File: src/pkg/sdp_pkg.sv
// Shared constants, types and helper functions of the serial data and prescaler block
package sdp_pkg;

    localparam int NUM_CH = 4;
    localparam int DATA_W = 9;
    localparam int DIV_LSB = 9;
    localparam int DIV_W = 7;
    localparam int PCNT_W = 15;
    localparam int GATE_BIT = 2;

    localparam logic [19:0] ADDR_GATE = 20'hF_00F0;
    localparam logic [19:0] ADDR_PRESC = 20'hF_0126;
    localparam logic [19:0] ADDR_BUF0 = 20'hF_FF10;
    localparam logic [19:0] ADDR_BUF1 = 20'hF_FF12;
    localparam logic [19:0] ADDR_BUF2 = 20'hF_FF44;
    localparam logic [19:0] ADDR_BUF3 = 20'hF_FF46;
    localparam logic [3:0][19:0] BUF_ADDR = {ADDR_BUF3, ADDR_BUF2, ADDR_BUF1, ADDR_BUF0};

    localparam logic [7:0] GATE_RESET = 8'h00;
    localparam logic [15:0] PRESC_RESET = 16'h0000;
    localparam logic [15:0] BUF_RESET = 16'h0000;
    localparam logic [7:0] GATE_WMASK = 8'hB5;
    localparam logic [15:0] PRESC_WMASK = 16'h00FF;
    localparam logic [3:0] CH9_MASK = 4'h3;
    localparam logic [8:0] WORD_ZERO = 9'h000;

    typedef enum logic [1:0] {
        LEN_RSVD = 2'b00,
        LEN_9 = 2'b01,
        LEN_7 = 2'b10,
        LEN_8 = 2'b11
    } sdp_len_t;

    // Right-aligned valid bits of one character
    function automatic logic [8:0] len_mask(input logic [1:0] len, input logic wide9);
        logic [8:0] m;
        case (sdp_len_t'(len))
            LEN_7: m = 9'h07F;
            LEN_9: m = wide9 ? 9'h1FF : 9'h0FF;
            default: m = 9'h0FF;
        endcase
        return m;
    endfunction : len_mask

    // Code k gives one enable in every 2**k system clocks
    function automatic logic presc_hit(input logic [14:0] cnt, input logic [3:0] code);
        logic [15:0] m;
        m = (16'h0001 << code) - 16'h0001;
        return (({1'b0, cnt} & m) == m);
    endfunction : presc_hit

    function automatic logic [1:0] first_one(input logic [3:0] v);
        logic [1:0] idx;
        idx = 2'h0;
        if (!v[0] && v[1]) idx = 2'h1;
        else if (!v[0] && !v[1] && v[2]) idx = 2'h2;
        else if (!v[0] && !v[1] && !v[2]) idx = 2'h3;
        return idx;
    endfunction : first_one

endpackage : sdp_pkg

File: src/rtl/sdp_core.sv
// Serial unit data buffers, shift registers, shared prescaler and unit clock gate
`timescale 1ns/100ps
`default_nettype none
// Overview of operation
// - Each channel has a nine-bit shift register
// - Nine-bit characters use shift bits zero to eight
// - Shift register reachable only through buffer bits
// - Buffer is 16 bits, divider in 15:9
// - Received word stored, written word shifted out
// - Buffer data right-aligned by data length
// - Bits beyond length read zero after reception
// - Word access plus low-byte aliases
// - Low-byte write clears divider bits 15:9
// - Buffers reset to zero
// - Gate bit two off: clock stopped, reset
// - Gate off: registers read defaults, ignore writes
// - Enable register resets zero, bits 1,3,6 zero
// - Prescaler gives two shared operation clocks
// - Code k divides system clock by 2**k
// - Prescaler accepts word and low-byte writes
// - Prescaler resets zero, upper byte zero
// - Transfer clock divides by upper seven buffer bits plus one
// - Select bit picks operation clock a or b
module sdp_core
    import sdp_pkg::*;
(
    input wire logic I_MCLK,
    input wire logic I_ARST_N,
    input wire logic I_CE,
    input wire logic [19:0] I_ADDR,
    input wire logic I_WR,
    input wire logic I_RD,
    input wire logic I_WIDE,
    input wire logic [15:0] I_WDATA,
    output logic [15:0] O_RDATA,
    input wire logic [7:0] I_DATA_LEN,
    input wire logic [3:0] I_MSB_FIRST,
    input wire logic [3:0] I_OPCLK_SEL,
    input wire logic [3:0] I_XCLK_SRC,
    input wire logic [3:0] I_EXT_TICK,
    input wire logic [3:0] I_TX_LOAD,
    input wire logic [3:0] I_RX_DONE,
    input wire logic [3:0] I_SHIFT,
    input wire logic [3:0] I_SER_IN,
    output logic [3:0] O_SER_OUT,
    output logic [3:0] O_XFER_TICK,
    output logic O_OPCLK_A,
    output logic O_OPCLK_B,
    output logic O_UNIT_RUN,
    output logic [7:0] O_PERIPH_EN,
    output logic O_RX_READY
);
    logic [7:0] per_reg;
    logic [7:0] per_next;
    logic [15:0] presc_reg;
    logic [15:0] presc_next;
    logic [14:0] presc_cnt_reg;
    logic opa_reg;
    logic opb_reg;
    logic [15:0] rdata_reg;
    logic [15:0] rdata_next;
    logic [15:0] rd_word;
    logic [3:0] s1_reg;
    logic [3:0] s2_reg;
    logic [3:0] s3_reg;
    logic [3:0] pin_reg;
    logic [3:0] pend_reg;
    logic [3:0] pend_next;

    wire [3:0] buf_hit;
    wire [3:0] ser_out;
    wire [3:0] xtick;
    wire [3:0] fmck;
    wire [8:0] sh_word [NUM_CH];
    wire [8:0] ld_word [NUM_CH];
    wire [15:0] buf_q [NUM_CH];

    wire logic gate_on = per_reg[GATE_BIT];
    wire logic wr_ok = I_WR & gate_on;
    wire logic per_hit = I_WR & (I_ADDR == ADDR_GATE);
    wire logic presc_hit_w = wr_ok & (I_ADDR == ADDR_PRESC);
    wire logic [19:0] rd_base = {I_ADDR[19:1], 1'b0};

    // Received words wait here so a busy buffer port costs no character
    wire logic push_valid = |pend_reg;
    wire logic push_ready;
    wire logic [1:0] push_ch = first_one(pend_reg);
    wire logic [10:0] push_data = {push_ch, sh_word[push_ch]};
    wire logic push_fire = push_valid & push_ready;
    wire logic drain_valid;
    wire logic [10:0] drain_data;
    wire logic [1:0] drain_ch = drain_data[10:9];
    wire logic drain_ready = ~buf_hit[drain_ch];
    wire logic drain_fire = drain_valid & drain_ready;

    // Register writes
    assign per_next = per_hit ? (I_WDATA[7:0] & GATE_WMASK) : per_reg;
    assign presc_next = presc_hit_w ? ({8'h00, I_WDATA[7:0]} & PRESC_WMASK) : presc_reg;

    always_ff @(posedge I_MCLK or negedge I_ARST_N) begin
        if (!I_ARST_N) begin
            per_reg <= GATE_RESET;
            presc_reg <= PRESC_RESET;
        end else if (I_CE) begin
            per_reg <= per_next;
            presc_reg <= gate_on ? presc_next : PRESC_RESET;
        end
    end

    // Prescaler counts only while the unit clock runs
    always_ff @(posedge I_MCLK or negedge I_ARST_N) begin
        if (!I_ARST_N) begin
            presc_cnt_reg <= '0;
            opa_reg <= 1'b0;
            opb_reg <= 1'b0;
        end else if (I_CE) begin
            presc_cnt_reg <= gate_on ? presc_cnt_reg + 15'h0001 : '0;
            opa_reg <= gate_on & presc_hit(presc_cnt_reg, presc_reg[3:0]);
            opb_reg <= gate_on & presc_hit(presc_cnt_reg, presc_reg[7:4]);
        end
    end

    // Pin inputs: three stages, a change counts once stages two and three agree
    always_ff @(posedge I_MCLK or negedge I_ARST_N) begin
        if (!I_ARST_N) begin
            s1_reg <= 4'hF;
            s2_reg <= 4'hF;
            s3_reg <= 4'hF;
            pin_reg <= 4'hF;
        end else if (I_CE) begin
            s1_reg <= I_SER_IN;
            s2_reg <= s1_reg;
            s3_reg <= s2_reg;
            pin_reg <= ((s2_reg ~^ s3_reg) & s2_reg) | ((s2_reg ^ s3_reg) & pin_reg);
        end
    end

    // A completion in the cycle its pending flag is taken is kept
    assign pend_next = (pend_reg & ~(push_fire ? (4'h1 << push_ch) : 4'h0))
                       | (I_RX_DONE & {4{gate_on}});

    always_ff @(posedge I_MCLK or negedge I_ARST_N) begin
        if (!I_ARST_N) begin
            pend_reg <= 4'h0;
        end else if (I_CE) begin
            pend_reg <= gate_on ? pend_next : 4'h0;
        end
    end

    sdp_fifo2 #(.W(11)) u_rx_buf (
        .i_clk(I_MCLK),
        .i_arst_n(I_ARST_N),
        .i_ce(I_CE),
        .i_clr(~gate_on),
        .i_valid(push_valid),
        .o_ready(push_ready),
        .i_data(push_data),
        .o_valid(drain_valid),
        .i_ready(drain_ready),
        .o_data(drain_data)
    );

    genvar g;
    generate
        for (g = 0; g < NUM_CH; g++) begin : g_ch
            logic [15:0] buf_reg;
            logic [15:0] buf_next;
            logic [6:0] div_cnt_reg;
            logic tick_reg;
            wire logic [8:0] mask = len_mask(I_DATA_LEN[2*g +: 2], CH9_MASK[g]);
            wire logic [15:0] wmask = {7'h7F, CH9_MASK[g], 8'hFF};
            wire logic rx_wr = drain_fire & (drain_ch == 2'(g));
            wire logic div_hit = fmck[g] & (div_cnt_reg == buf_reg[15:DIV_LSB]);

            assign buf_hit[g] = wr_ok & (I_ADDR == BUF_ADDR[g]);
            assign ld_word[g] = buf_reg[8:0] & mask;
            assign buf_q[g] = buf_reg;
            assign fmck[g] = I_OPCLK_SEL[g] ? opb_reg : opa_reg;
            assign xtick[g] = tick_reg;

            always_comb begin
                buf_next = buf_reg;
                if (buf_hit[g] && I_WIDE) buf_next = I_WDATA & wmask;
                else if (buf_hit[g]) buf_next = {7'h00, buf_reg[8], I_WDATA[7:0]};
                else if (rx_wr) buf_next = {buf_reg[15:DIV_LSB], drain_data[8:0] & mask};
            end

            always_ff @(posedge I_MCLK or negedge I_ARST_N) begin
                if (!I_ARST_N) begin
                    buf_reg <= BUF_RESET;
                    div_cnt_reg <= '0;
                    tick_reg <= 1'b0;
                end else if (I_CE) begin
                    buf_reg <= gate_on ? buf_next : BUF_RESET;
                    div_cnt_reg <= (!gate_on || div_hit) ? '0 : div_cnt_reg + {6'h00, fmck[g]};
                    tick_reg <= gate_on & (I_XCLK_SRC[g] ? I_EXT_TICK[g] : div_hit);
                end
            end

            sdp_shift u_shift (
                .i_clk(I_MCLK),
                .i_arst_n(I_ARST_N),
                .i_ce(I_CE),
                .i_clr(~gate_on),
                .i_load(I_TX_LOAD[g]),
                .i_load_word(ld_word[g]),
                .i_shift(I_SHIFT[g]),
                .i_ser(pin_reg[g]),
                .i_msb_first(I_MSB_FIRST[g]),
                .i_mask(mask),
                .o_ser(ser_out[g]),
                .o_word(sh_word[g])
            );
        end
    endgenerate

    // Read side: only the buffers expose channel data, never the shift registers
    always_comb begin
        rd_word = 16'h0000;
        if (I_ADDR == ADDR_GATE) rd_word = {8'h00, per_reg};
        else if (rd_base == ADDR_PRESC) rd_word = presc_reg;
        else if (rd_base == ADDR_BUF0) rd_word = buf_q[0];
        else if (rd_base == ADDR_BUF1) rd_word = buf_q[1];
        else if (rd_base == ADDR_BUF2) rd_word = buf_q[2];
        else if (rd_base == ADDR_BUF3) rd_word = buf_q[3];
    end

    assign rdata_next = !I_RD ? rdata_reg
                      : I_WIDE ? rd_word
                      : I_ADDR[0] ? {8'h00, rd_word[15:8]} : {8'h00, rd_word[7:0]};

    always_ff @(posedge I_MCLK or negedge I_ARST_N) begin
        if (!I_ARST_N) begin
            rdata_reg <= 16'h0000;
        end else if (I_CE) begin
            rdata_reg <= rdata_next;
        end
    end

    assign O_RDATA = rdata_reg;
    assign O_SER_OUT = ser_out;
    assign O_XFER_TICK = xtick;
    assign O_OPCLK_A = opa_reg;
    assign O_OPCLK_B = opb_reg;
    assign O_UNIT_RUN = gate_on;
    assign O_PERIPH_EN = per_reg;
    assign O_RX_READY = push_ready;

    wire logic b_cnt_low_ones = (presc_cnt_reg[1:0] == 2'h3);
    wire logic [8:0] ch0_mask = len_mask(I_DATA_LEN[1:0], CH9_MASK[0]);
    wire logic div_cnt_reg_zero0 = (g_ch[0].div_cnt_reg == 7'h00);
endmodule : sdp_core
`default_nettype wire

File: src/rtl/sdp_fifo2.sv
// Two-entry buffer carrying received words toward the data buffers
`timescale 1ns/100ps
`default_nettype none
module sdp_fifo2 #(
    parameter int W = 11
) (
    input wire logic i_clk,
    input wire logic i_arst_n,
    input wire logic i_ce,
    input wire logic i_clr,
    input wire logic i_valid,
    output logic o_ready,
    input wire logic [W-1:0] i_data,
    output logic o_valid,
    input wire logic i_ready,
    output logic [W-1:0] o_data
);
    logic [W-1:0] mem_reg [2];
    logic wr_ptr_reg;
    logic rd_ptr_reg;
    logic [1:0] cnt_reg;
    wire logic push = i_valid & o_ready;
    wire logic pop = o_valid & i_ready;

    assign o_ready = (cnt_reg != 2'h2);
    assign o_valid = (cnt_reg != 2'h0);
    assign o_data = mem_reg[rd_ptr_reg];

    always_ff @(posedge i_clk or negedge i_arst_n) begin
        if (!i_arst_n) begin
            wr_ptr_reg <= 1'b0;
            rd_ptr_reg <= 1'b0;
            cnt_reg <= 2'h0;
        end else if (i_ce) begin
            if (i_clr) begin
                wr_ptr_reg <= 1'b0;
                rd_ptr_reg <= 1'b0;
                cnt_reg <= 2'h0;
            end else begin
                wr_ptr_reg <= wr_ptr_reg ^ push;
                rd_ptr_reg <= rd_ptr_reg ^ pop;
                cnt_reg <= cnt_reg + {1'b0, push} - {1'b0, pop};
            end
        end
    end

    always_ff @(posedge i_clk) begin
        if (i_ce && push) begin
            mem_reg[wr_ptr_reg] <= i_data;
        end
    end
endmodule : sdp_fifo2
`default_nettype wire

File: src/rtl/sdp_shift.sv
// Nine-bit shift register of one channel
`timescale 1ns/100ps
`default_nettype none
module sdp_shift
    import sdp_pkg::*;
(
    input wire logic i_clk,
    input wire logic i_arst_n,
    input wire logic i_ce,
    input wire logic i_clr,
    input wire logic i_load,
    input wire logic [8:0] i_load_word,
    input wire logic i_shift,
    input wire logic i_ser,
    input wire logic i_msb_first,
    input wire logic [8:0] i_mask,
    output logic o_ser,
    output logic [8:0] o_word
);
    logic [8:0] sh_reg;
    logic [8:0] sh_next;
    logic ser_reg;
    wire logic [8:0] top_bit = i_mask & ~{1'b0, i_mask[8:1]};
    wire logic [8:0] lsb_shift = ({1'b0, sh_reg[8:1]} & i_mask) | (i_ser ? top_bit : WORD_ZERO);
    wire logic [8:0] msb_shift = {sh_reg[7:0], i_ser} & i_mask;

    // Characters stay right-aligned whatever the bit order on the line
    always_comb begin
        sh_next = sh_reg;
        if (i_load) sh_next = i_load_word & i_mask;
        else if (i_shift) sh_next = i_msb_first ? msb_shift : lsb_shift;
    end

    wire logic ser_next = i_msb_first ? |(sh_next & top_bit) : sh_next[0];

    always_ff @(posedge i_clk or negedge i_arst_n) begin
        if (!i_arst_n) begin
            sh_reg <= WORD_ZERO;
            ser_reg <= 1'b1;
        end else if (i_ce) begin
            sh_reg <= i_clr ? WORD_ZERO : sh_next;
            ser_reg <= i_clr ? 1'b1 : ser_next;
        end
    end

    assign o_ser = ser_reg;
    assign o_word = sh_reg;
endmodule : sdp_shift
`default_nettype wire

File: config.mk
export PLATFORM = sky130hd
export DESIGN_NAME = sdp_core
export DESIGN_NICKNAME = d
export VERILOG_FILES = /design/src/pkg/sdp_pkg.sv /design/src/rtl/sdp_core.sv /design/src/rtl/sdp_fifo2.sv /design/src/rtl/sdp_shift.sv
export SDC_FILE = /design/constraint.sdc
export NUM_CORES = 1
export LEC_CHECK = 0
export BUFFER_PORTS_ARGS = -buffer_cell sky130_fd_sc_hd__clkbuf_2
export CAP_MARGIN = 0
export CORE_MARGIN = 1
export CORE_UTILIZATION = 55
export CTS_CLUSTER_SIZE = 16
export DETAILED_ROUTE_END_ITERATION = 10
export PLACE_DENSITY = 0.86
export SLEW_MARGIN = 40
export SYNTH_ARGS = -nofsm -noshare
export SYNTH_HDL_FRONTEND = slang
export SYNTH_SLANG_ARGS = --single-unit
File: constraint.sdc
create_clock -name I_MCLK -period 4.05 [get_ports I_MCLK]
set_clock_uncertainty 0.1 [all_clocks]
set_input_delay 0.6075 -clock I_MCLK [delete_from_list [all_inputs] [get_ports I_MCLK]]
set_output_delay 0.6075 -clock I_MCLK [all_outputs]
set_load 0.05 [all_outputs]
==> results.ini <==
[run_status]
status = complete, no violations

[floorplan]
die_y_um = 156.8
dieArea_sq_um = 24580
num_rows = 56
coreArea_sq_um = 23470
initial_core_util_pct = 56.12
pin_count = 118
die-width_um = 156.8

[logic_synthesis]
ys_types = 77
ys_async_sr_fraction_pct = 90.18
synth_top_area_share_pct = 34.57
yosys_warnings = 0
ys_top_cells_by_count = dfrtp_1 (182), nand2_1 (155), o21ai_0 (104), nor2_1 (98), mux2i_1 (68)
avgSynthCellArea_sq_um = 9.430
synth_ff_type = dfrtp_1
ys_seq_area_share_pct = 43.57
synth_cells = 1397
yosysMostFrequentCell = dfrtp_1
ys_seq_elements = 224
synth-edff-count = 22
netlist_area_sq_um = 13170
synthTopCellsByArea = dfrtp_1 (35%), mux2i_1 (5.2%), edfxtp_1 (5.0%)
yosys.area.top_type = dfrtp_1

[finish]
drive_gt1_share_pct = 16.19
areaGrowthSynthToFinish_pct = 11.16
largest_reg_flops = 62
fin_cells = 1795
antennaDiodeCount = 0
fin_nets = 1560

[worst_setup_path]
required_ps = 4370
cp_data_arrival_time_ps = 3500
cp_max_fo = 14
endpoint = u_rx_buf.cnt_reg[1]
reg2reg_from = u_rx_buf.rd_ptr_reg
cp-start-kind = flop
reg2reg_slack_ps = 870
r2r-end = u_rx_buf.cnt_reg[1]
critPathLaunch = u_rx_buf.rd_ptr_reg
path_class = reg -> reg
worstSetupEndpointType = flop
reg2regPathDepth = 12

[placed_design]
hpwlAfterDp_um = 27010
gp_congestion = 0.9378
portBuffers = 114
dp_cells = 1747

[power_and_ir_drop]
cellLeakagePower_nw = 6.337
powerDensity_nw_per_um2 = 516.8
p_total_mw = 7.568
peakVddDrop_mv = 0.3418

[drt]
drtPass1Iterations = 6
antenna_left = 0
drt_iter0_markers = 1219
viasPerCell = 6.568
totalWireLength_um = 38390
avgRoutedWirePerCell_um = 21.38
drc_errors = 0
num_vias = 11789

[sta]
finalSetupTns_ps = 0
layout_min_cycle_time_ps = 3176
final-hold-violation-count = 0
maxSlewViolCount = 0
setup_viol = 0
timing.final.crit_share_pct = 78.43
slew_headroom_pct = 46.44
max_clock_freq_mhz = 314.8
rsz0062_at_grt = false
tightest_slew_ps = 803.4

[clock_network]
clk_pin_slew_ps = 60
cts_resized = 0
cts-htree-levels = 1
cts_buffer_depth = 3
clk_latency_ps = 550
clock_sinks = 224
cts_tree = yes
clock-root-buffer = clkbuf_16
cts_made_buffers = 25

[global_routing]
grt_overflow_total = 0
antenna_found_initial = 1
grt_max_degree = 100
grt_pass1_vias = 11238
gr-usage-all-layers_pct = 31.58
grt_pass1_wl_um = 60420

[min_path]
hold_depth = 2
holdCritPathClass = in -> reg

[flow_run]
max_cap_viol_count = 0

kinds of logic (layout without fill, tap and decap cells):
family	count (synthesis)	after routing	share of synthesized area [%]
xor gates and xnor gates	65	65	4.321
other	1	3	0.02847
muxes	94	94	7.389
AOI/OAI and AO/OA	428	428	22.15
buffers and inverters	132	209	4.445
adders and majority gates	21	21	1.994
DFF	224	224	43.57
and+or+nand+nor	432	432	16.10
cell type report:
type	instances	area, sq um
inverter	30	112.6
timing repair buffer	133	748.2
clock inverter	12	93.84
fill	1877	8828
clock buffer	34	669.4
multi-input combinational	1043	6879
sequential	224	5742
tap	319	399.1
metrics by stage:
step / utilization, % / worst slack [ps] / hold WS (ps) / area, sq um
finish: 62.39 / 873.5 / 215.7 / 14640
global route: 62.39 / 579.6 / 219.3 / 14640
CTS: 62.20 / 887.6 / 75.18 / 14600
detailed placement: 58.94 / 654.4 / 365.8 / 13840
global placement: 58.88 / 799.6 / 351.8 / 13820
floorplan: - / 1090 / 211.9 / 13180
how the worst min path moves through the flow:
stage / from / to / slack, ps
2_1_floorplan: I_ARST_N / O_OPCLK_A / 210
3_3_place_gp: O_RDATA[8] / O_RDATA[8] / 350
3_5_place_dp: O_RDATA[8] / O_RDATA[8] / 370
4_1_cts: I_ARST_N / presc_cnt_reg[6] / 80
5_1_grt: I_SER_IN[3] / s1_reg[3] / 220
6_report: I_SER_IN[3] / s1_reg[3] / 220
routing by layer:
metal | global-route usage [%] | wire (um) | up-vias
met1 | 42.94 | 15420 | 5721
met3 | 5.511 | 3897 | 115
met5 | 0 | 0 | -
met4 | 12.04 | 1487 | 0
met2 | 50.31 | 17580 | 674
li1 | - | - | 5279
power by group:
part | total, mW | switching [mW] | leakage (nW) | internal (mW)
clock | 2.17 | 0.948 | 0.379 | 1.23
combinational | 1.93 | 1.15 | 3.34 | 0.781
sequential | 3.47 | 0.647 | 2.62 | 2.82
total | 7.57 | 2.74 | 6.34 | 4.83
cells in the final DEF (no fill, tap or decap), types with 6 or more instances in the layout:
cell type / n
dfrtp_1: 181
nand2_1: 155
clkbuf_2: 112
o21ai_0: 104
nor2_1: 95
mux2i_1: 68
a21oi_1: 65
o2bb2ai_1: 56
xor2_1: 44
a22oi_1: 43
a22o_1: 41
nor3_1: 36
inv_1: 29
mux2_2: 26
clkbuf_16: 25
nand4_1: 23
nand3_1: 22
edfxtp_1: 22
xnor2_1: 21
ha_1: 21
nand2b_1: 20
dfstp_2: 20
o22ai_1: 19
buf_4: 18
o21ai_1: 16
nor2b_1: 15
a32o_1: 11
o211ai_1: 11
a221oi_1: 9
and3_1: 8
nor4_1: 8
a211oi_1: 8
o221ai_1: 8
clkbuf_1: 8
or3_1: 7
clkinv_2: 6
critical path, cell delays in order (launching register included):
cell and delay [ps]:
dfrtp_1 780, mux2_2 500, nor4_1 400, a211oi_1 100, a21oi_1 160, nor2_1 60, ha_1 280, inv_1 40
ha_1 180, xnor2_1 180, nor2_1 60, mux2i_1 140, o2bb2ai_1 80
what timing repair did:
action | in CTS | in global routing
hold buffers | 0 | 1
setup endpoints to repair | 0 | 0
hold endpoints to repair | 0 | 42
buffers inserted | 0 | 0
No activity file was read; power rests on OpenSTA's default activity.
